### config.mk
export PLATFORM = sky130hd
export DESIGN_NAME = ijs_sequencer
export DESIGN_NICKNAME = d
export VERILOG_FILES = /design/src/core/ijs_pkg.sv /design/src/core/ijs_phase_gen.sv /design/src/core/ijs_sequencer.sv
export SDC_FILE = /design/constraint.sdc
export NUM_CORES = 1
export LEC_CHECK = 0
export BUFFER_PORTS_ARGS = -buffer_cell sky130_fd_sc_hd__buf_2
export CAP_MARGIN = 20
export CORE_ASPECT_RATIO = 1.25
export CORE_MARGIN = 2
export CORE_UTILIZATION = 46
export DETAILED_ROUTE_END_ITERATION = 16
export PLACE_DENSITY = 0.67
export SETUP_SLACK_MARGIN = 0.5
export SLEW_MARGIN = 10
export SYNTH_ARGS = -nofsm -noshare
export SYNTH_HDL_FRONTEND = slang
export SYNTH_SLANG_ARGS = --single-unit
### constraint.sdc
create_clock -name i_clk -period 4 [get_ports i_clk]
set_input_delay 0.6 -clock i_clk [delete_from_list [all_inputs] [get_ports i_clk]]
set_output_delay 0.6 -clock i_clk [all_outputs]
set_load 0.05 [all_outputs]
### src/core/ijs_pkg.sv
// ijs_pkg: shared constants and types for the indirect jump sequencer
package ijs_pkg;

  // ----------------------------------------------------------------
  // data widths
  // ----------------------------------------------------------------
  localparam int ADDR_W = 15;
  localparam int WORD_W = 18;
  localparam int OP_W = 6;
  localparam int PH_W = 4;
  localparam int NUM_PHASES = 16;

  // ----------------------------------------------------------------
  // phase grid, index = (major - 1) * 4 + (minor - 1)
  // ----------------------------------------------------------------
  localparam logic [PH_W-1:0] PH_T11 = 4'h0;
  localparam logic [PH_W-1:0] PH_T13 = 4'h2;
  localparam logic [PH_W-1:0] PH_T14 = 4'h3;
  localparam logic [PH_W-1:0] PH_T21 = 4'h4;
  localparam logic [PH_W-1:0] PH_T22 = 4'h5;
  localparam logic [PH_W-1:0] PH_T23 = 4'h6;
  localparam logic [PH_W-1:0] PH_T24 = 4'h7;
  localparam logic [PH_W-1:0] PH_T31 = 4'h8;
  localparam logic [PH_W-1:0] PH_T33 = 4'hA;
  localparam logic [PH_W-1:0] PH_T34 = 4'hB;
  localparam logic [PH_W-1:0] PH_T41 = 4'hC;
  localparam logic [PH_W-1:0] PH_T42 = 4'hD;
  localparam logic [PH_W-1:0] PH_T43 = 4'hE;
  localparam logic [PH_W-1:0] PH_T44 = 4'hF;

  // ----------------------------------------------------------------
  // function codes (octal 54, 55, 76, 30, 31)
  // ----------------------------------------------------------------
  localparam logic [OP_W-1:0] OP_INDIRECT_JUMP_ENABLE_IRQ = 6'h2C;
  localparam logic [OP_W-1:0] OP_INDIRECT_JUMP_PLAIN = 6'h2D;
  localparam logic [OP_W-1:0] OP_RETURN_JUMP = 6'h3E;
  localparam logic [OP_W-1:0] OP_INDIRECT_RETURN_JUMP = 6'h18;
  localparam logic [OP_W-1:0] OP_INDEXED_INDIRECT_RETURN_JUMP = 6'h19;

  // ----------------------------------------------------------------
  // register word indices on the avalon slave
  // ----------------------------------------------------------------
  localparam int REG_AW = 3;
  localparam logic [REG_AW-1:0] REG_CTRL = 3'h0;
  localparam logic [REG_AW-1:0] REG_OPERAND = 3'h1;
  localparam logic [REG_AW-1:0] REG_INDEX = 3'h2;
  localparam logic [REG_AW-1:0] REG_PC = 3'h3;
  localparam logic [REG_AW-1:0] REG_STATUS = 3'h4;
  localparam logic [REG_AW-1:0] REG_DREG = 3'h5;
  localparam logic [REG_AW-1:0] REG_XREG = 3'h6;

  // field positions
  localparam int CTRL_START_BIT = 8;
  localparam int STAT_BUSY_BIT = 0;
  localparam int STAT_DONE_BIT = 1;
  localparam int STAT_LOCKOUT_BIT = 2;
  localparam int STAT_INCR_BIT = 3;
  localparam int STAT_ADV_BIT = 4;
  localparam int STAT_INHIBIT_BIT = 5;
  localparam int STAT_SEQ_LSB = 8;

  // reset values
  localparam logic LOCKOUT_RESET = 1'h1;

  // ----------------------------------------------------------------
  // sequence states, gray coded along idle -> I -> R1 -> W
  // ----------------------------------------------------------------
  typedef enum logic [1:0] {
    ST_IDLE = 2'h0,
    ST_ISEQ = 2'h1,
    ST_RSEQ = 2'h3,
    ST_WSEQ = 2'h2
  } ijs_state_type;

endpackage : ijs_pkg

### src/core/ijs_phase_gen.sv
// ijs_phase_gen: sixteen-step timing grid counter, T1.1 through T4.4
`timescale 1ns/100ps
`default_nettype none
module ijs_phase_gen
  import ijs_pkg::*;
#(
  parameter int N_PHASES = NUM_PHASES
) (
  input wire logic i_clk,
  input wire logic i_resetn,
  input wire logic i_run,
  output logic [PH_W-1:0] o_phase
);

  // ----------------------------------------------------------------
  // phase counter
  // ----------------------------------------------------------------
  // parked at T1.1 while idle so every sequence starts on a clean grid
  always_ff @(posedge i_clk or negedge i_resetn) begin
    if (!i_resetn) begin
      o_phase <= '0;
    end else if (!i_run) begin
      o_phase <= '0;
    end else if (o_phase == PH_W'(N_PHASES - 1)) begin
      o_phase <= '0;
    end else begin
      o_phase <= o_phase + PH_W'(1);
    end
  end

endmodule : ijs_phase_gen
`default_nettype wire

### src/core/ijs_sequencer.sv
// ijs_sequencer: phase-by-phase control of the indirect and return jump family
//
// Notes on behaviour
// - indirect jumps take target from word's 15 LSBs
// - opcode 54 clears lockout at I-sequence T3.4
// - opcode 55 same, lockout flag untouched
// - return jump stores PC at operand, goes +1
// - opcode 30 stores PC indirectly, jumps storage+1
// - opcode 31 fetches storage address at operand+index
// - read: clear address T4.4, load/start T1.1
// - read: clear data and X T1.3, load X T1.4
// - read: data routing T2.1, D T2.3/T2.4, drop T3.1
// - read T4.2 for 54/55: PC from adder
// - write T1.1: address, start, PC gating, zeros
// - store selector follows arith selector during write
// - write: clear data T1.3, load store T1.4
// - write T2.2: PC loaded from memory address
// - advance: incr off T4.1, PC T4.2, flags T4.3
// - 54/55 run instruction fetch then one read
// - 30/31 run read then write sequence
`timescale 1ns/100ps
`default_nettype none
module ijs_sequencer
  import ijs_pkg::*;
(
  input wire logic i_clk,
  input wire logic i_resetn,
  // avalon-mm slave
  input wire logic [REG_AW-1:0] i_avs_address,
  input wire logic i_avs_read,
  input wire logic i_avs_write,
  input wire logic [31:0] i_avs_writedata,
  output logic [31:0] o_avs_readdata,
  output logic o_avs_waitrequest,
  // core memory
  output logic [ADDR_W-1:0] o_mem_addr,
  output logic o_mem_start,
  output logic o_mem_write,
  output logic [WORD_W-1:0] o_mem_wdata,
  input wire logic [WORD_W-1:0] i_mem_rdata,
  // machine flags
  output logic o_irq_lockout,
  output logic o_addr_bus_inhibit
);

  // ----------------------------------------------------------------
  // declarations
  // ----------------------------------------------------------------
  ijs_state_type state_q;
  logic [PH_W-1:0] phase;
  logic [OP_W-1:0] op_q;
  logic [ADDR_W-1:0] operand_q;
  logic [ADDR_W-1:0] index_q;
  logic [ADDR_W-1:0] pc_q;
  logic [ADDR_W-1:0] mem_addr_reg_q;
  logic [WORD_W-1:0] mem_data_reg_q;
  logic [WORD_W-1:0] x_q;
  logic [WORD_W-1:0] d_q;
  logic pc_increment_flag_q;
  logic advance_control_flag_q;
  logic addr_bus_inhibit_flag_q;
  logic lockout_q;
  logic done_q;
  logic zroute_q;
  logic pgate_q;
  logic waitreq_q;
  logic bus_first;
  logic wr_acc;
  logic start_req;
  logic op_valid;
  logic op_jump;
  logic op_indirect_ret;
  logic in_iseq;
  logic in_rseq;
  logic in_wseq;
  logic [ADDR_W-1:0] adder;
  logic [ADDR_W-1:0] idx_term;
  logic [WORD_W-1:0] arith_sel;
  logic [WORD_W-1:0] store_sel;
  logic [31:0] rd_mux;

  // ----------------------------------------------------------------
  // timing grid
  // ----------------------------------------------------------------
  ijs_phase_gen #(
    .N_PHASES(NUM_PHASES)
  ) u_phase (
    .i_clk(i_clk),
    .i_resetn(i_resetn),
    .i_run(state_q != ST_IDLE),
    .o_phase(phase)
  );

  // ----------------------------------------------------------------
  // decode helpers
  // ----------------------------------------------------------------
  assign in_iseq = (state_q == ST_ISEQ);
  assign in_rseq = (state_q == ST_RSEQ);
  assign in_wseq = (state_q == ST_WSEQ);
  assign op_jump = (op_q == OP_INDIRECT_JUMP_ENABLE_IRQ) || (op_q == OP_INDIRECT_JUMP_PLAIN);
  assign op_indirect_ret = (op_q == OP_INDIRECT_RETURN_JUMP) || (op_q == OP_INDEXED_INDIRECT_RETURN_JUMP);
  assign op_valid = (i_avs_writedata[OP_W-1:0] == OP_INDIRECT_JUMP_ENABLE_IRQ)
                 || (i_avs_writedata[OP_W-1:0] == OP_INDIRECT_JUMP_PLAIN)
                 || (i_avs_writedata[OP_W-1:0] == OP_RETURN_JUMP)
                 || (i_avs_writedata[OP_W-1:0] == OP_INDIRECT_RETURN_JUMP)
                 || (i_avs_writedata[OP_W-1:0] == OP_INDEXED_INDIRECT_RETURN_JUMP);

  // ----------------------------------------------------------------
  // data path selectors
  // ----------------------------------------------------------------
  // index only joins the adder while the storage address is fetched
  assign idx_term = (in_rseq && op_q == OP_INDEXED_INDIRECT_RETURN_JUMP) ? index_q : '0;
  // D holds the operand address, the fetched word (adder takes its low bits) or, from write T3.4, PC; the increment flag drops at T4.1,
  // so the advance control flag (T3.3 to T4.3) carries the +1 into the T4.2 reload of PC
  assign adder = d_q[ADDR_W-1:0] + idx_term
               + {{(ADDR_W-1){1'b0}}, pc_increment_flag_q | advance_control_flag_q};
  // bits 17 to 15 are forced to zero while PC is gated in
  assign arith_sel = zroute_q ? mem_data_reg_q
                   : (pgate_q ? {{(WORD_W-ADDR_W){1'b0}}, pc_q} : '0);
  assign store_sel = in_wseq ? arith_sel : '0;

  // ----------------------------------------------------------------
  // avalon slave handshake
  // ----------------------------------------------------------------
  // one wait state: the read mux is registered before waitrequest drops
  assign bus_first = (i_avs_read || i_avs_write) && waitreq_q;
  assign wr_acc = i_avs_write && !waitreq_q;
  assign start_req = wr_acc && (i_avs_address == REG_CTRL) && i_avs_writedata[CTRL_START_BIT];

  always_ff @(posedge i_clk or negedge i_resetn) begin
    if (!i_resetn) begin
      waitreq_q <= 1'b1;
    end else begin
      waitreq_q <= !bus_first;
    end
  end

  // read mux, unmapped words read as zero
  always_comb begin
    rd_mux = '0;
    if (i_avs_address == REG_CTRL) begin
      rd_mux[OP_W-1:0] = op_q;
    end else if (i_avs_address == REG_OPERAND) begin
      rd_mux[ADDR_W-1:0] = operand_q;
    end else if (i_avs_address == REG_INDEX) begin
      rd_mux[ADDR_W-1:0] = index_q;
    end else if (i_avs_address == REG_PC) begin
      rd_mux[ADDR_W-1:0] = pc_q;
    end else if (i_avs_address == REG_STATUS) begin
      rd_mux[STAT_BUSY_BIT] = (state_q != ST_IDLE);
      rd_mux[STAT_DONE_BIT] = done_q;
      rd_mux[STAT_LOCKOUT_BIT] = lockout_q;
      rd_mux[STAT_INCR_BIT] = pc_increment_flag_q;
      rd_mux[STAT_ADV_BIT] = advance_control_flag_q;
      rd_mux[STAT_INHIBIT_BIT] = addr_bus_inhibit_flag_q;
      rd_mux[STAT_SEQ_LSB +: 2] = state_q;
    end else if (i_avs_address == REG_DREG) begin
      rd_mux[WORD_W-1:0] = d_q;
    end else if (i_avs_address == REG_XREG) begin
      rd_mux[WORD_W-1:0] = x_q;
    end
  end

  always_ff @(posedge i_clk or negedge i_resetn) begin
    if (!i_resetn) begin
      o_avs_readdata <= '0;
    end else if (bus_first && i_avs_read) begin
      o_avs_readdata <= rd_mux;
    end
  end

  // ----------------------------------------------------------------
  // software-loaded operands
  // ----------------------------------------------------------------
  // operands are frozen while a sequence runs so the grid sees stable inputs
  always_ff @(posedge i_clk or negedge i_resetn) begin
    if (!i_resetn) begin
      operand_q <= '0;
      index_q <= '0;
    end else if (wr_acc && state_q == ST_IDLE) begin
      if (i_avs_address == REG_OPERAND) begin
        operand_q <= i_avs_writedata[ADDR_W-1:0];
      end else if (i_avs_address == REG_INDEX) begin
        index_q <= i_avs_writedata[ADDR_W-1:0];
      end
    end
  end

  always_ff @(posedge i_clk or negedge i_resetn) begin
    if (!i_resetn) begin
      op_q <= '0;
    end else if (start_req && state_q == ST_IDLE && op_valid) begin
      op_q <= i_avs_writedata[OP_W-1:0];
    end
  end

  // ----------------------------------------------------------------
  // sequence control
  // ----------------------------------------------------------------
  // unknown codes and starts while busy are dropped without trace
  always_ff @(posedge i_clk or negedge i_resetn) begin
    if (!i_resetn) begin
      state_q <= ST_IDLE;
    end else begin
      case (state_q)
        ST_IDLE: begin
          if (start_req && op_valid) begin
            state_q <= ST_ISEQ;
          end
        end
        ST_ISEQ: begin
          if (phase == PH_T44) begin
            state_q <= (op_q == OP_RETURN_JUMP) ? ST_WSEQ : ST_RSEQ;
          end
        end
        ST_RSEQ: begin
          if (phase == PH_T44) begin
            state_q <= op_indirect_ret ? ST_WSEQ : ST_IDLE;
          end
        end
        ST_WSEQ: begin
          if (phase == PH_T44) begin
            state_q <= ST_IDLE;
          end
        end
        default: begin
          state_q <= ST_IDLE;
        end
      endcase
    end
  end

  // sticky completion, a new completion beats a same-cycle clear
  always_ff @(posedge i_clk or negedge i_resetn) begin
    if (!i_resetn) begin
      done_q <= 1'b0;
    end else if (phase == PH_T44 && (in_wseq || (in_rseq && op_jump))) begin
      done_q <= 1'b1;
    end else if (wr_acc && i_avs_address == REG_STATUS && i_avs_writedata[STAT_DONE_BIT]) begin
      done_q <= 1'b0;
    end
  end

  // ----------------------------------------------------------------
  // interrupt lockout
  // ----------------------------------------------------------------
  // software may set it again; the fetch-time clear takes priority
  always_ff @(posedge i_clk or negedge i_resetn) begin
    if (!i_resetn) begin
      lockout_q <= LOCKOUT_RESET;
    end else if (in_iseq && phase == PH_T34 && op_q == OP_INDIRECT_JUMP_ENABLE_IRQ) begin
      lockout_q <= 1'b0;
    end else if (wr_acc && i_avs_address == REG_STATUS && i_avs_writedata[STAT_LOCKOUT_BIT]) begin
      lockout_q <= 1'b1;
    end
  end

  // ----------------------------------------------------------------
  // memory address register and memory start
  // ----------------------------------------------------------------
  always_ff @(posedge i_clk or negedge i_resetn) begin
    if (!i_resetn) begin
      mem_addr_reg_q <= '0;
    end else if ((in_iseq || in_rseq) && phase == PH_T44) begin
      mem_addr_reg_q <= '0;
    end else if ((in_rseq || in_wseq) && phase == PH_T11) begin
      mem_addr_reg_q <= adder;
    end
  end

  // one-cycle start pulse; write is flagged alongside it
  always_ff @(posedge i_clk or negedge i_resetn) begin
    if (!i_resetn) begin
      o_mem_start <= 1'b0;
      o_mem_write <= 1'b0;
    end else begin
      o_mem_start <= (in_rseq || in_wseq) && phase == PH_T11;
      o_mem_write <= in_wseq && phase == PH_T11;
    end
  end

  // ----------------------------------------------------------------
  // memory data register
  // ----------------------------------------------------------------
  // during write the memory path is blocked and store data goes in
  always_ff @(posedge i_clk or negedge i_resetn) begin
    if (!i_resetn) begin
      mem_data_reg_q <= '0;
    end else if ((in_rseq || in_wseq) && phase == PH_T13) begin
      mem_data_reg_q <= '0;
    end else if (in_rseq && phase == PH_T14) begin
      mem_data_reg_q <= i_mem_rdata;
    end else if (in_wseq && phase == PH_T14) begin
      mem_data_reg_q <= store_sel;
    end
  end

  // ----------------------------------------------------------------
  // selector routings
  // ----------------------------------------------------------------
  always_ff @(posedge i_clk or negedge i_resetn) begin
    if (!i_resetn) begin
      zroute_q <= 1'b0;
      pgate_q <= 1'b0;
    end else begin
      if (in_rseq && phase == PH_T21) begin
        zroute_q <= 1'b1;
      end else if (phase == PH_T31 || state_q == ST_IDLE) begin
        zroute_q <= 1'b0;
      end
      if (in_wseq && phase == PH_T11) begin
        pgate_q <= 1'b1;
      end else if (phase == PH_T21 || state_q == ST_IDLE) begin
        pgate_q <= 1'b0;
      end
    end
  end

  // ----------------------------------------------------------------
  // X and D operand registers
  // ----------------------------------------------------------------
  always_ff @(posedge i_clk or negedge i_resetn) begin
    if (!i_resetn) begin
      x_q <= '0;
    end else if ((in_rseq && phase == PH_T13) || (in_wseq && phase == PH_T33)) begin
      x_q <= '0;
    end else if (in_rseq && phase == PH_T14) begin
      x_q <= arith_sel;
    end
  end

  // fetch forms the operand address in D; read replaces it with the word
  always_ff @(posedge i_clk or negedge i_resetn) begin
    if (!i_resetn) begin
      d_q <= '0;
    end else if (in_iseq && phase == PH_T24) begin
      d_q <= {{(WORD_W-ADDR_W){1'b0}}, operand_q};
    end else if ((in_rseq && phase == PH_T23) || (in_wseq && phase == PH_T33)) begin
      d_q <= '0;
    end else if (in_rseq && phase == PH_T24) begin
      d_q <= arith_sel;
    end else if (in_wseq && phase == PH_T34) begin
      d_q <= {{(WORD_W-ADDR_W){1'b0}}, pc_q};
    end
  end

  // ----------------------------------------------------------------
  // program counter
  // ----------------------------------------------------------------
  // writable by software only while idle, to avoid tearing a jump
  always_ff @(posedge i_clk or negedge i_resetn) begin
    if (!i_resetn) begin
      pc_q <= '0;
    end else if (in_rseq && op_jump && phase == PH_T42) begin
      pc_q <= adder;
    end else if (in_wseq && phase == PH_T22) begin
      pc_q <= mem_addr_reg_q;
    end else if (in_wseq && phase == PH_T42) begin
      pc_q <= adder;
    end else if (wr_acc && state_q == ST_IDLE && i_avs_address == REG_PC) begin
      pc_q <= i_avs_writedata[ADDR_W-1:0];
    end
  end

  // ----------------------------------------------------------------
  // advance subsequence flags
  // ----------------------------------------------------------------
  always_ff @(posedge i_clk or negedge i_resetn) begin
    if (!i_resetn) begin
      pc_increment_flag_q <= 1'b0;
      advance_control_flag_q <= 1'b0;
      addr_bus_inhibit_flag_q <= 1'b0;
    end else if (in_wseq) begin
      if (phase == PH_T31) begin
        pc_increment_flag_q <= 1'b1;
      end else if (phase == PH_T41) begin
        pc_increment_flag_q <= 1'b0;
      end
      if (phase == PH_T33) begin
        advance_control_flag_q <= 1'b1;
      end else if (phase == PH_T43) begin
        advance_control_flag_q <= 1'b0;
      end
      if (phase == PH_T34) begin
        addr_bus_inhibit_flag_q <= 1'b1;
      end else if (phase == PH_T43) begin
        addr_bus_inhibit_flag_q <= 1'b0;
      end
    end
  end

  // ----------------------------------------------------------------
  // registered outputs
  // ----------------------------------------------------------------
  always_comb begin
    o_avs_waitrequest = waitreq_q;
    o_mem_addr = mem_addr_reg_q;
    o_mem_wdata = mem_data_reg_q;
    o_irq_lockout = lockout_q;
    o_addr_bus_inhibit = addr_bus_inhibit_flag_q;
  end

endmodule : ijs_sequencer
`default_nettype wire

==> results by group, run 1 <==
STA
  – Hold Slack: 0.246 ns
  – Fin. max-slew vios: 0
  – Clock skew: 0.00773 ns
  – Sum Neg Setup Slack: 0 ns
  – Fin crit period: 3.21 ns
  – RSZ-0062 raised after global routing: false
  – Hold Vio Cnt, Final: 0
  – Crit share post-route: 0.801
  – Slack of the critical path: 0.795 ns
  – Rel. slew slack: 0.372
  – Worst-margin pin slew: 0.939 ns
  – Max frequency: 312 MHz
  – Final setup vio count: 0

Die
  – Core area: 18200 um^2
  – Initial Util: 0.471
  – Die ar.: 19800 um^2
  – Io pins: 127
  – Die height: 157 um
  – Die W: 126 um
  – Rows: 55

Worst setup path
  – Cell Chain, Critical Path: nand4bb_1 > nor4b_2 > nand2_1 > fa_1 > fa_1 > nor2b_1 > o2111ai_1 > a21oi_2 > o21ai_0 > mux2i_1 > o21ai_0
  – Startpoint Class: register
  – Crit Path Class: reg2reg
  – Slowest Stage Delay on Critical Path: 0.45 ns
  – R2r worst-path depth: 11
  – CP delay by family, top: adder cells
  – CP Buf/Inv Count: 0
  – Endpoint type of the worst setup path: register
  – WP data required: 4.28 ns
  – R2R Path Start: op_q[5]
  – Crit-path max FO: 4
  – Slowest CP cell: fa_1
  – R2R Path End: o_mem_addr[12]
  – Reg2Reg Setup Slack: 0.79 ns
  – CP arrival: 3.49 ns

Cells and area
  – Layout fillers: 1650
  – Area taken by multi-input logic gates: 4340 um^2
  – FF/Latch Area: 3860 um^2
  – Diodes inserted: 0
  – Share of cells above drive strength 1: 0.201
  – Area grow syn2layout: 14.9%
  – Nets: 1070

Synthesis
  – #FFs+latches synth: 154
  – Simple-gate share of the synthesized area: 0.170
  – Ys flop type: dfrtp_1
  – Synth top area share: 0.443
  – Mapped cell area: 8600 um^2
  – Largest area contributor in the netlist: dfrtp_1
  – Sequential share of the synthesized area: 0.449
  – Post-synthesis mux area share: 0.0777
  – Adder-cell share of the synthesized area: 0.0294
  – Synth unique cells: 64
  – Average cell area after synthesis: 9.33 um^2
  – Xor/xnor cell area share of the yosys netlist: 0.0132
  – Ys async rst share: 1.00
  – Compound-Gate Fraction of Synth Area: 0.206
  – Largest family of logic cells by synthesized area: compound AO/OA/AOI/OAI gates
  – Cells after Synth: 921
  – Synth area leaders: dfrtp_1, o21ai_0, mux2_2
  – Yosys Warn Count: 0
  – Post-synth EDFFs: 0

Global routing
  – Routing usage on met3: 0.0451
  – GRT Util Overall: 0.250
  – First-pass GRT wire length: 39200 um
  – Vias in the first global route: 7071
  – Met2 global-route usage: 0.386
  – Met1 Usage GRT: 0.360
  – Top Usage Layer GRT: met2
  – Initial antenna violation count: 1
  – Largest net degree at the start of global routing: 94
  – GRT Residual Overflow: 0

Placed design
  – HPWL Detailed: 17300 um
  – I/O Buffers: 95
  – Placement Setup Slack: 0.752 ns
  – Gpl congestion: 0.913

Clock network
  – Root Driver: clkbuf_16
  – Max clock buf depth: 2
  – CTS sink count: 154
  – Setup repair bufs after CTS: 0
  – CTS tree: yes
  – Clock latency on the worst-skew pair: 0.43 ns
  – Worst-path clk slew: 0.06 ns
  – H-tree Lvls: 4
  – TritonCTS buffer count: 17

Power
  – Pleak: 4.46 nW
  – Comb power frac: 0.144
  – Power Dens Cells: 427 nW/um^2
  – Clock share of power: 0.424
  – Int Pwr: 3.05 mW
  – NetSw: 1.16 mW
  – Worst vdd ir: 0.305 mV
  – Sw frac: 0.275
  – Sequential power share: 0.432

Routing
  – DR WL/cell: 19.5 um
  – Vias per cell: 5.91
  – DRC: 0
  – Via count: 7305
  – Iter 0 DRT Violations: 577
  – Total routed wirelength: 24100 um
  – Antenna viol nets, final: 0
  – DR pass1 iterations: 5

Run status
  – Outcome: completed

Hold path
  – Worst min path class: in2async

Run
  – Maximum Capacitance Violations: 0
==> cell usage after synthesis (3+ instances only) <==
cell / n
o211ai_1: 8
nor2b_1: 9
buf_2: 16
nor3_2: 3
nor3b_1: 8
mux2i_1: 15
nand2_1: 105
a31oi_1: 7
o31ai_1: 4
nor4_1: 4
a21boi_0: 3
a311oi_1: 3
o21ai_1: 8
o21ai_0: 84
o2bb2ai_1: 9
a21oi_1: 67
xnor2_1: 9
ha_1: 17
dfrtp_1: 152
buf_4: 18
nor2_1: 76
nand2b_1: 8
a22oi_1: 26
and2_1: 15
mux4_2: 5
a211oi_1: 4
o22a_1: 11
a222oi_1: 15
buf_1: 3
mux2_2: 36
or3_1: 4
inv_1: 19
clkbuf_1: 37
a21o_1: 5
nor3_1: 29
nand3_1: 23
a22o_1: 10
xor2_1: 4
and3_1: 7
==> area by class of cell <==
class | count | share of cell area
repair buffers | 118 | 0.0683
clock buffers | 24 | 0.0488
clock inverters | 8 | 0.0170
well taps | 228 | 0.0289
multi-input cells | 683 | 0.439
inverters | 20 | 0.00760
flip-flops and latches | 154 | 0.390
==> worst max path at each step <==
stage	from	slack [ns]	cells past startpoint	end
3_3_place_gp	op_q[5]	0.80	11	o_mem_addr[12]
4_1_cts	op_q[5]	0.74	11	o_mem_addr[12]
3_5_place_dp	op_q[5]	0.75	11	o_mem_addr[12]
5_1_grt	op_q[5]	0.52	11	o_mem_addr[12]
2_1_floorplan	op_q[5]	0.84	12	o_mem_addr[14]
6_report	op_q[5]	0.79	11	o_mem_addr[12]
==> stage by stage <==
stage	util	power, mW	instance area, um^2	instances
after detailed placement	0.505	2.45	9210	1202
after floorplan	-	2.25	8640	934
final	0.542	4.22	9880	1235
after global routing	0.542	4.38	9880	1235
after CTS	0.541	4.23	9860	1234
after global placement	0.505	2.44	9210	1202
==> power by group through the flow <==
stage | clock network, mW | logic [mW] | registers [mW]
6_report | 1.79 | 0.608 | 1.82
5_1_grt | 1.88 | 0.664 | 1.84
4_1_cts | 1.81 | 0.608 | 1.82
3_5_place_dp | 0 | 0.606 | 1.84
3_3_place_gp | 0 | 0.598 | 1.84
2_1_floorplan | 0 | 0.310 | 1.94
==> sequential cells by signal, summed over array words and instances, names as in the netlist, 2 cells and up <==
signal and cells:
d_q 18, o_avs_readdata 18, o_mem_wdata 18, x_q 18, index_q 15, o_mem_addr 15, operand_q 15, pc_q 15
op_q 6, u_phase.o_phase 4, state_q 2
==> cell usage in the layout, fill, tap and decap left out, types with 9 or more instances in the layout <==
master,instances
a21oi_1,66
a222oi_1,15
a22o_1,10
a22oi_1,26
and2_1,15
buf_2,94
buf_4,21
clkbuf_16,17
conb_1,14
dfrtp_1,152
ha_1,17
inv_1,19
mux2_2,36
mux2i_1,15
nand2_1,105
nand3_1,23
nor2_1,76
nor2b_1,9
nor3_1,28
o21ai_0,84
o22a_1,11
o2bb2ai_1,9
xnor2_1,9
==> per-layer routing <==
| layer | vias to the layer above | part of all wire |
|---|---|---|
| met5 | - | 0 |
| met4 | 0 | 0.017 |
| met3 | 36 | 0.064 |
| met2 | 273 | 0.45 |
| met1 | 3545 | 0.47 |
| li1 | 3451 | - |
==> logic make-up (layout without fill, tap and decap cells) <==
family          count (synthesis)  count (layout)
flops                         154             154
simple gates                  304             304
buf+inv                        97             170
xor+xnor                       13              13
fa+ha+maj                      19              19
compound gates                277             277
other cells                     1              14
mux                            56              56
==> repair_timing <==
item,4_1_cts,5_1_grt
setup endpoints to repair,0,1
hold buffers,0,0
gates resized for setup,0,1
No activity file was read; power rests on OpenSTA's default activity.
==> run 2: changes to the inputs <==
- PLACE_DENSITY: 0.67 -> 0.69
- clock period: 4 -> 2.7 ns (I/O delays scaled with it)
==> run 2 against run 1 <==
The run now ends with hold timing, setup timing left. Core utilization up 3.9 points. Critical endpoint is now o_mem_addr[13]. Clock-buffer cell count grew 1. Highest routed layer unchanged. Critical path depth grew 2. Register-to-register slack worse by 1.1 ns.
==> results by group, run 2 (synthesis gave the netlist of run 1 again) <==
Run status
  – Outcome: complete, but fails checks
  – Failing checks: hold timing, setup timing

Placed design
  – I/O Buffers: 95 (unchanged)
  – Placed insts: 1230 (+2.3%)
  – Dpl cell area: 9500 um^2 (+3.1%)
  – Placement Setup Slack: -0.274 ns (-1.03 ns)
  – Gpl congestion: 0.893 (-2.3%)
  – HPWL Detailed: 17800 um (+2.8%)

Die
  – Io pins: 127 (unchanged)
  – Die W: 126 um (unchanged)
  – Die ar.: 19800 um^2 (unchanged)
  – Die height: 157 um (unchanged)
  – Initial Util: 0.471 (unchanged)
  – Rows: 55 (unchanged)
  – Core area: 18200 um^2 (unchanged)

Global routing
  – Largest net degree at the start of global routing: 69 (-27%)
  – GRT Residual Overflow: 0 (unchanged)
  – Vias in the first global route: 7212 (+2.0%)
  – First-pass GRT wire length: 40400 um (+3.0%)
  – GRT Util Overall: 0.258 (+0.00788)
  – Initial antenna violation count: 0 (-1)

Routing
  – DR WL/cell: 19.8 um (+1.7%)
  – Antenna viol nets, final: 0 (unchanged)
  – Via count: 7556 (+3.4%)
  – Total routed wirelength: 25300 um (+5.2%)
  – Iter 0 DRT Violations: 767 (+33%)
  – Vias per cell: 5.92 (about the same)
  – DR pass1 iterations: 6 (+1)
  – DRC: 0 (unchanged)

Worst setup path
  – CP arrival: 3.31 ns (-0.18 ns)
  – Startpoint Class: register
  – Worst setup path startpoint: op_q[5]
  – Slowest Stage Delay on Critical Path: 0.39 ns (-0.06 ns)
  – WP data required: 3.04 ns (-1.24 ns)
  – Endpoint type of the worst setup path: register
  – R2R Path Start: op_q[5]
  – Crit-path max FO: 3 (-1)
  – CP Buf/Inv Count: 3 (+3)
  – Top cell by count, worst path: buf_4
  – Slowest CP cell: dfrtp_1
  – CP delay by family, top: simple AND/OR/NAND/NOR gates
  – Cell Chain, Critical Path: nand4bb_4 > nor4b_4 > nand2_1 > fa_2 > buf_4 > buf_4 > buf_6 > nor2b_4 > o2111ai_4 > a21oi_4 > o211ai_1 > and3b_1 > o31ai_1
  – Crit Path Class: reg2reg

Cells and area
  – Commonest non-fill, non-tap cell in the layout: dfrtp_1
  – Layout fillers: 1539 (-6.7%)
  – Share of cells above drive strength 1: 0.280 (+0.0797)
  – Diodes inserted: 0 (unchanged)
  – Area taken by multi-input logic gates: 4710 um^2 (+8.6%)
  – FF/Latch Area: 3860 um^2 (about the same)
  – Area grow syn2layout: 23.2%
  – Final Instance Area: 10600 um^2 (+7.2%)
  – Non-Filler Instances: 1277 (+3.4%)
  – Commonest non-fill, non-tap cells in the layout: dfrtp_1, nand2_1, buf_2
  – Nets: 1112 (+3.9%)

Clock network
  – Max clock buf depth: 2 (unchanged)
  – Clock latency on the worst-skew pair: 0.43 ns (about the same)
  – CTS sink count: 154 (unchanged)
  – H-tree Lvls: 4 (unchanged)
  – CTS tree: yes
  – Hold Buf Count CTS: 0 (unchanged)
  – Root Driver: clkbuf_16
  – Worst-path clk slew: 0.06 ns (about the same)
  – TritonCTS buffer count: 17 (unchanged)

Hold path
  – Worst min path class: in2async

STA
  – Max frequency: 337 MHz (+7.9%)
  – Hold Slack: -0.00324 ns (-0.249 ns)
  – Final setup vio count: 17 (+17)
  – Fin crit period: 2.97 ns (-0.235 ns)
  – Slack of the critical path: -0.270 ns (-1.06 ns)
  – Fin. max-slew vios: 0 (unchanged)
  – Worst-margin pin slew: 0.950 ns (+0.0111 ns)
  – RSZ-0062 raised after global routing: true
  – Clock skew: 0.00693 ns (-0.000795 ns)
  – Rel. slew slack: 0.365 (-0.00740)
  – Crit share post-route: 1.10 (+0.299)
  – Hold Vio Cnt, Final: 4 (+4)

Run
  – Maximum Capacitance Violations: 0 (unchanged)

Power
  – Worst vdd ir: 0.443 mV (+46%)
  – Total power: 6.10 mW (+45%)
  – Pleak: 4.73 nW (+6.2%)
  – Power Dens Cells: 576 nW/um^2 (+35%)
[run 2: cell count changes in the layout (fill, tap and decap cells not counted), moves of 5 or more]
| cell | change |
|---|---|
| a21oi_1 | -6 |
| and2_1 | -6 |
| and2_4 | +6 |
| buf_4 | +30 |
| buf_6 | +9 |
| ha_1 | -9 |
| ha_4 | +9 |
| nand2_1 | -5 |
| o21ai_0 | -17 |
| o21ai_1 | +13 |
[run 2: report_power, final]
part	switching, mW	leakage [nW]	internal (mW)	total, mW
sequential	0.205	1.98	2.50	2.71
combinational	0.609	2.47	0.337	0.946
clock	0.940	0.281	1.50	2.44
total	1.75	4.73	4.34	6.10
[run 2: through the flow]
| step | TNS, ns | hold slack [ns] | util |
|---|---|---|---|
| 2_1_floorplan | -0.967 | 0.109 | - |
| 3_3_place_gp | -0.892 | 0.457 | 0.521 |
| 3_5_place_dp | -1.37 | 0.464 | 0.521 |
| 4_1_cts | -1.48 | 0.00721 | 0.568 |
| 5_1_grt | -5.71 | 0.0393 | 0.581 |
| 6_report | -3.24 | -0.00324 | 0.581 |
[run 2: cell type report]
cell class | instances | share of cell area
clock inverter | 7 | 0.0109
inverter | 20 | 0.00709
clock buffer | 25 | 0.0449
multi-input combinational | 683 | 0.445
sequential | 154 | 0.364
timing repair buffer | 160 | 0.101
tap | 228 | 0.0269
[run 2: metal layers]
| layer | GRT usage | wire length (um) | part of all wire | vias up |
|---|---|---|---|---|
| met4 | 0.0790 | 540 | 0.021 | 0 |
| met1 | 0.376 | 11500 | 0.46 | 3652 |
| li1 | - | - | - | 3535 |
| met2 | 0.386 | 11400 | 0.45 | 332 |
| met5 | 0 | 0 | 0 | - |
| met3 | 0.0533 | 1850 | 0.073 | 37 |
[run 2: path summary, 6_finish.rpt]
check / slack [ns] / cells past startpoint / endpoint
min in group i_clk: 0.15 / 2 / o_avs_waitrequest
setup / recovery: -0.27 / 13 / o_mem_addr[13]
hold / removal: -0.003 / 1 / u_phase.o_phase[1]
max in group asynchronous: 2.02 / 2 / x_q[7]
setup reg to reg: -0.27 / 13 / o_mem_addr[13]
hold reg to reg: 0.47 / 2 / o_avs_readdata[4]
[run 2: repair_timing]
action | CTS | global route
gates resized for setup | 43 | 36
setup buffers | 7 | 7
cloned | 1 | 0
pin swaps | 18 | 20
setup endpoints to repair | 29 | 49
==> run 3: changes to the inputs <==
- SYNTH_HIERARCHICAL: default -> 1
==> run 3 against run 2 <==
The run ends with setup timing left. Maximum frequency grew 3.1%. Non-clock buffer count rose by 31. Sequential cell count is the same. Power up 2.5%. Final cell count rose by 1.7%. Sequential share of layout area decreased by 1.2 points. Via count rose by 2.8%. Register-to-register slack better by 0.09 ns. Clock skew up 0.00094 ns. Critical endpoint is now o_mem_addr[10]. Largest power group unchanged. Highest routed layer unchanged.
==> results by group, run 3 <==
Synthesis
  – Mapped cell area: 8690 um^2 (+1.1%)
  – #FFs+latches synth: 154 (unchanged)
  – Cells after Synth: 905 (-1.7%)
  – Sequential share of the synthesized area: 0.444 (-0.00497)
  – Synth top area share: 0.438 (-0.00490)
  – Largest area contributor in the netlist: dfrtp_1
  – Ys flop type: dfrtp_1
  – Average cell area after synthesis: 9.60 um^2 (+2.9%)
  – Ys async rst share: 1.00 (unchanged)
  – Post-synth top cells: dfrtp_1, nand2_1, nor2_1
  – Post-synth EDFFs: 0 (unchanged)
  – Synth area leaders: dfrtp_1, nand2_1, o21ai_0
  – Top-count cell post-synth: dfrtp_1
  – Synth unique cells: 77 (+20%)
  – Yosys Warn Count: 6 (+6)

Worst setup path
  – Slowest Stage Delay on Critical Path: 0.40 ns (about the same)
  – Endpoint type of the worst setup path: register
  – CP arrival: 3.20 ns (-0.11 ns)
  – R2r worst-path depth: 12 (-1)
  – Top cell by count, worst path: fa_2
  – CP delay by family, top: simple AND/OR/NAND/NOR gates
  – CP Buf/Inv Count: 2 (-1)
  – Crit-path max FO: 3 (unchanged)
  – Crit Path Class: reg2reg
  – Cell count along the critical path: 12 (-1)
  – Slowest CP cell: dfrtp_1
  – Startpoint Class: register
  – WP data required: 3.02 ns (-0.02 ns)
  – Cell Chain, Critical Path: nor4b_2 > and4_4 > nand2_4 > fa_2 > fa_2 > nand2b_4 > a21o_1 > a21boi_2 > buf_4 > buf_6 > o21ai_2 > a32o_1

STA
  – Final setup vio count: 20 (+3)
  – Fin. max-slew vios: 0 (unchanged)
  – Crit share post-route: 1.07 (-0.0336)
  – Hold Vio Cnt, Final: 0 (-4)
  – Worst-margin pin slew: 0.820 ns (-0.130 ns)
  – RSZ-0062 raised after global routing: true
  – Rel. slew slack: 0.452 (+0.0871)
  – Hold Slack: 0.144 ns (+0.147 ns)
  – Slack of the critical path: -0.179 ns (+0.0906 ns)
  – Max frequency: 347 MHz (+3.1%)
  – Clock skew: 0.00787 ns (+0.000943 ns)
  – Fin crit period: 2.88 ns (-0.0906 ns)

Placed design
  – I/O Buffers: 95 (unchanged)
  – HPWL Detailed: 18600 um (+4.3%)
  – Gpl congestion: 0.917 (+2.8%)
  – Placed insts: 1250 (+1.6%)
  – Dpl cell area: 9800 um^2 (+3.2%)

Global routing
  – GRT Residual Overflow: 0 (unchanged)
  – GRT Util Overall: 0.264 (+0.00682)
  – First-pass GRT wire length: 41300 um (+2.4%)
  – Initial antenna violation count: 0 (unchanged)
  – Vias in the first global route: 7383 (+2.4%)
  – Largest net degree at the start of global routing: 55 (-20%)

Power
  – Comb power frac: 0.133 (-0.022)
  – Sequential power share: 0.443 (about the same)
  – Sw frac: 0.276 (-0.0115)
  – NetSw: 1.73 mW (-1.6%)
  – Clock share of power: 0.424 (+0.024)
  – Int Pwr: 4.52 mW (+4.1%)
  – Power Dens Cells: 570 nW/um^2 (-1.0%)
  – Total power: 6.25 mW (+2.5%)
  – Worst vdd ir: 0.423 mV (-4.6%)
  – Pleak: 5.16 nW (+8.9%)

Cells and area
  – Layout fillers: 1547 (+0.52%)
  – FF/Latch Area: 3860 um^2 (unchanged)
  – Commonest non-fill, non-tap cell in the layout: dfrtp_1
  – Final Instance Area: 11000 um^2 (+3.5%)
  – Area grow syn2layout: 26.1%
  – Area taken by multi-input logic gates: 4790 um^2 (+1.7%)
  – Diodes inserted: 0 (unchanged)
  – Commonest non-fill, non-tap cells in the layout: dfrtp_1, nand2_1, buf_2
  – Non-Filler Instances: 1299 (+1.7%)
  – Share of cells above drive strength 1: 0.304 (+0.0234)
  – Nets: 1127 (+1.3%)

Run
  – Maximum Capacitance Violations: 0 (unchanged)

Run status
  – Failing checks: setup timing
  – Outcome: complete, but fails checks

Clock network
  – H-tree Lvls: 4 (unchanged)
  – CTS sink count: 154 (unchanged)
  – CTS tree: yes
  – Worst-path clk slew: 0.06 ns (about the same)
  – Root Driver: clkbuf_16
  – Clock latency on the worst-skew pair: 0.43 ns (about the same)
  – TritonCTS buffer count: 17 (unchanged)
  – Max clock buf depth: 2 (unchanged)

Die
  – Die height: 158 um (+0.54%)
  – Io pins: 127 (unchanged)
  – Die W: 127 um (+0.54%)
  – Die ar.: 20000 um^2 (+1.1%)
  – Core area: 18600 um^2 (+2.2%)
  – Initial Util: 0.466 (-0.00499)
  – Rows: 56 (+1.8%)

Routing
  – Total routed wirelength: 26300 um (+3.7%)
  – Antenna viol nets, final: 0 (unchanged)
  – Via count: 7765 (+2.8%)
  – Vias per cell: 5.98 (+1.0%)
  – DR pass1 iterations: 8 (+2)
  – DR WL/cell: 20.2 um (+1.9%)
  – Iter 0 DRT Violations: 696 (-9.3%)
  – DRC: 0 (unchanged)

Hold path
  – Hold depth: 2
  – Worst min path class: in2reg
-- run 3: cell count changes in the layout (fill, tap and decap cells not counted), sizes merged, moves of 7 or more --
cell / before / now
a22oi: 26 / 9
nor3: 32 / 8
inv: 20 / 29
a22o: 10 / 24
o21ai: 93 / 77
nand3: 23 / 10
o22a: 12 / 0
buf: 160 / 190
o22ai: 2 / 9
a211oi: 4 / 21
o221ai: 1 / 12
o21a: 1 / 9
o2bb2ai: 9 / 0
-- run 3: final cells by class --
class / instances / area share
Timing Repair Buffer: 191 / 0.116
Sequential cell: 154 / 0.352
Clock inverter: 11 / 0.0177
Inverter: 28 / 0.00982
Clock buffer: 21 / 0.0411
Multi-Input combinational cell: 662 / 0.437
Tap cell: 232 / 0.0265
-- run 3: metrics by stage --
stage / setup slack, ns / utilization / TNS [ns]
finish: -0.179 / 0.588 / -1.99
global route: -0.287 / 0.588 / -3.66
CTS: -0.192 / 0.577 / -1.49
detailed placement: -0.302 / 0.526 / -3.83
global placement: -0.258 / 0.526 / -3.49
floorplan: -0.232 / - / -1.23
-- run 3: metal layers --
metal | up-vias | track usage | wire length [um]
met2 | 362 | 0.422 | 12400
met1 | 3754 | 0.363 | 11400
met3 | 62 | 0.0453 | 1740
met4 | 0 | 0.102 | 701
li1 | 3587 | - | -
met5 | - | 0 | 0
-- run 3: power by group through the flow --
stage	clock, mW	sequential (mW)	combinational [mW]
after floorplan	0	2.82	0.471
after global routing	2.78	2.79	0.905
after detailed placement	0	2.79	0.817
after global placement	0	2.78	0.799
after CTS	2.67	2.75	0.825
final	2.65	2.77	0.831
-- run 3: worst reg2reg max path: stages (launching register included) --
cell and delay, ns:
dfrtp_1 0.40, nor4b_2 0.27, and4_4 0.29, nand2_4 0.05, fa_2 0.35, fa_2 0.36
nand2b_4 0.16, a21o_1 0.19, a21boi_2 0.19, buf_4 0.14, buf_6 0.09, o21ai_2 0.06
a32o_1 0.21
-- run 3: kinds of logic after synthesis --
kind of cell	Yosys count	share of synthesized area
AOI/OAI and AO/OA	293	0.230
xor gates and xnor gates	14	0.0141
adders and majority gates	16	0.0248
buffers and inverters	103	0.0582
DFF	154	0.444
muxes	52	0.0738
other	1	0.000431
and+or+nand+nor	272	0.155
-- run 3: repair_timing --
action                     CTS  global route
pin swaps                   21            17
hold endpoints to repair    50             0
hold buffers                 1             0
gates resized for setup     42            28
setup endpoints to repair   50            62
gates cloned                 1             0
buffers inserted             7             8
-- run 3: path summary, 6_finish.rpt --
check / to / slack (ns) / start
setup / recovery: o_mem_addr[10] / -0.18 / op_q[1]
hold / removal: o_avs_waitrequest / 0.14 / i_avs_write
setup reg to reg: o_mem_addr[10] / -0.18 / op_q[1]
hold reg to reg: o_avs_readdata[1] / 0.47 / o_avs_readdata[1]
max in group asynchronous: o_irq_lockout / 1.42 / i_resetn
min in group asynchronous: o_mem_addr[10] / 0.49 / i_resetn
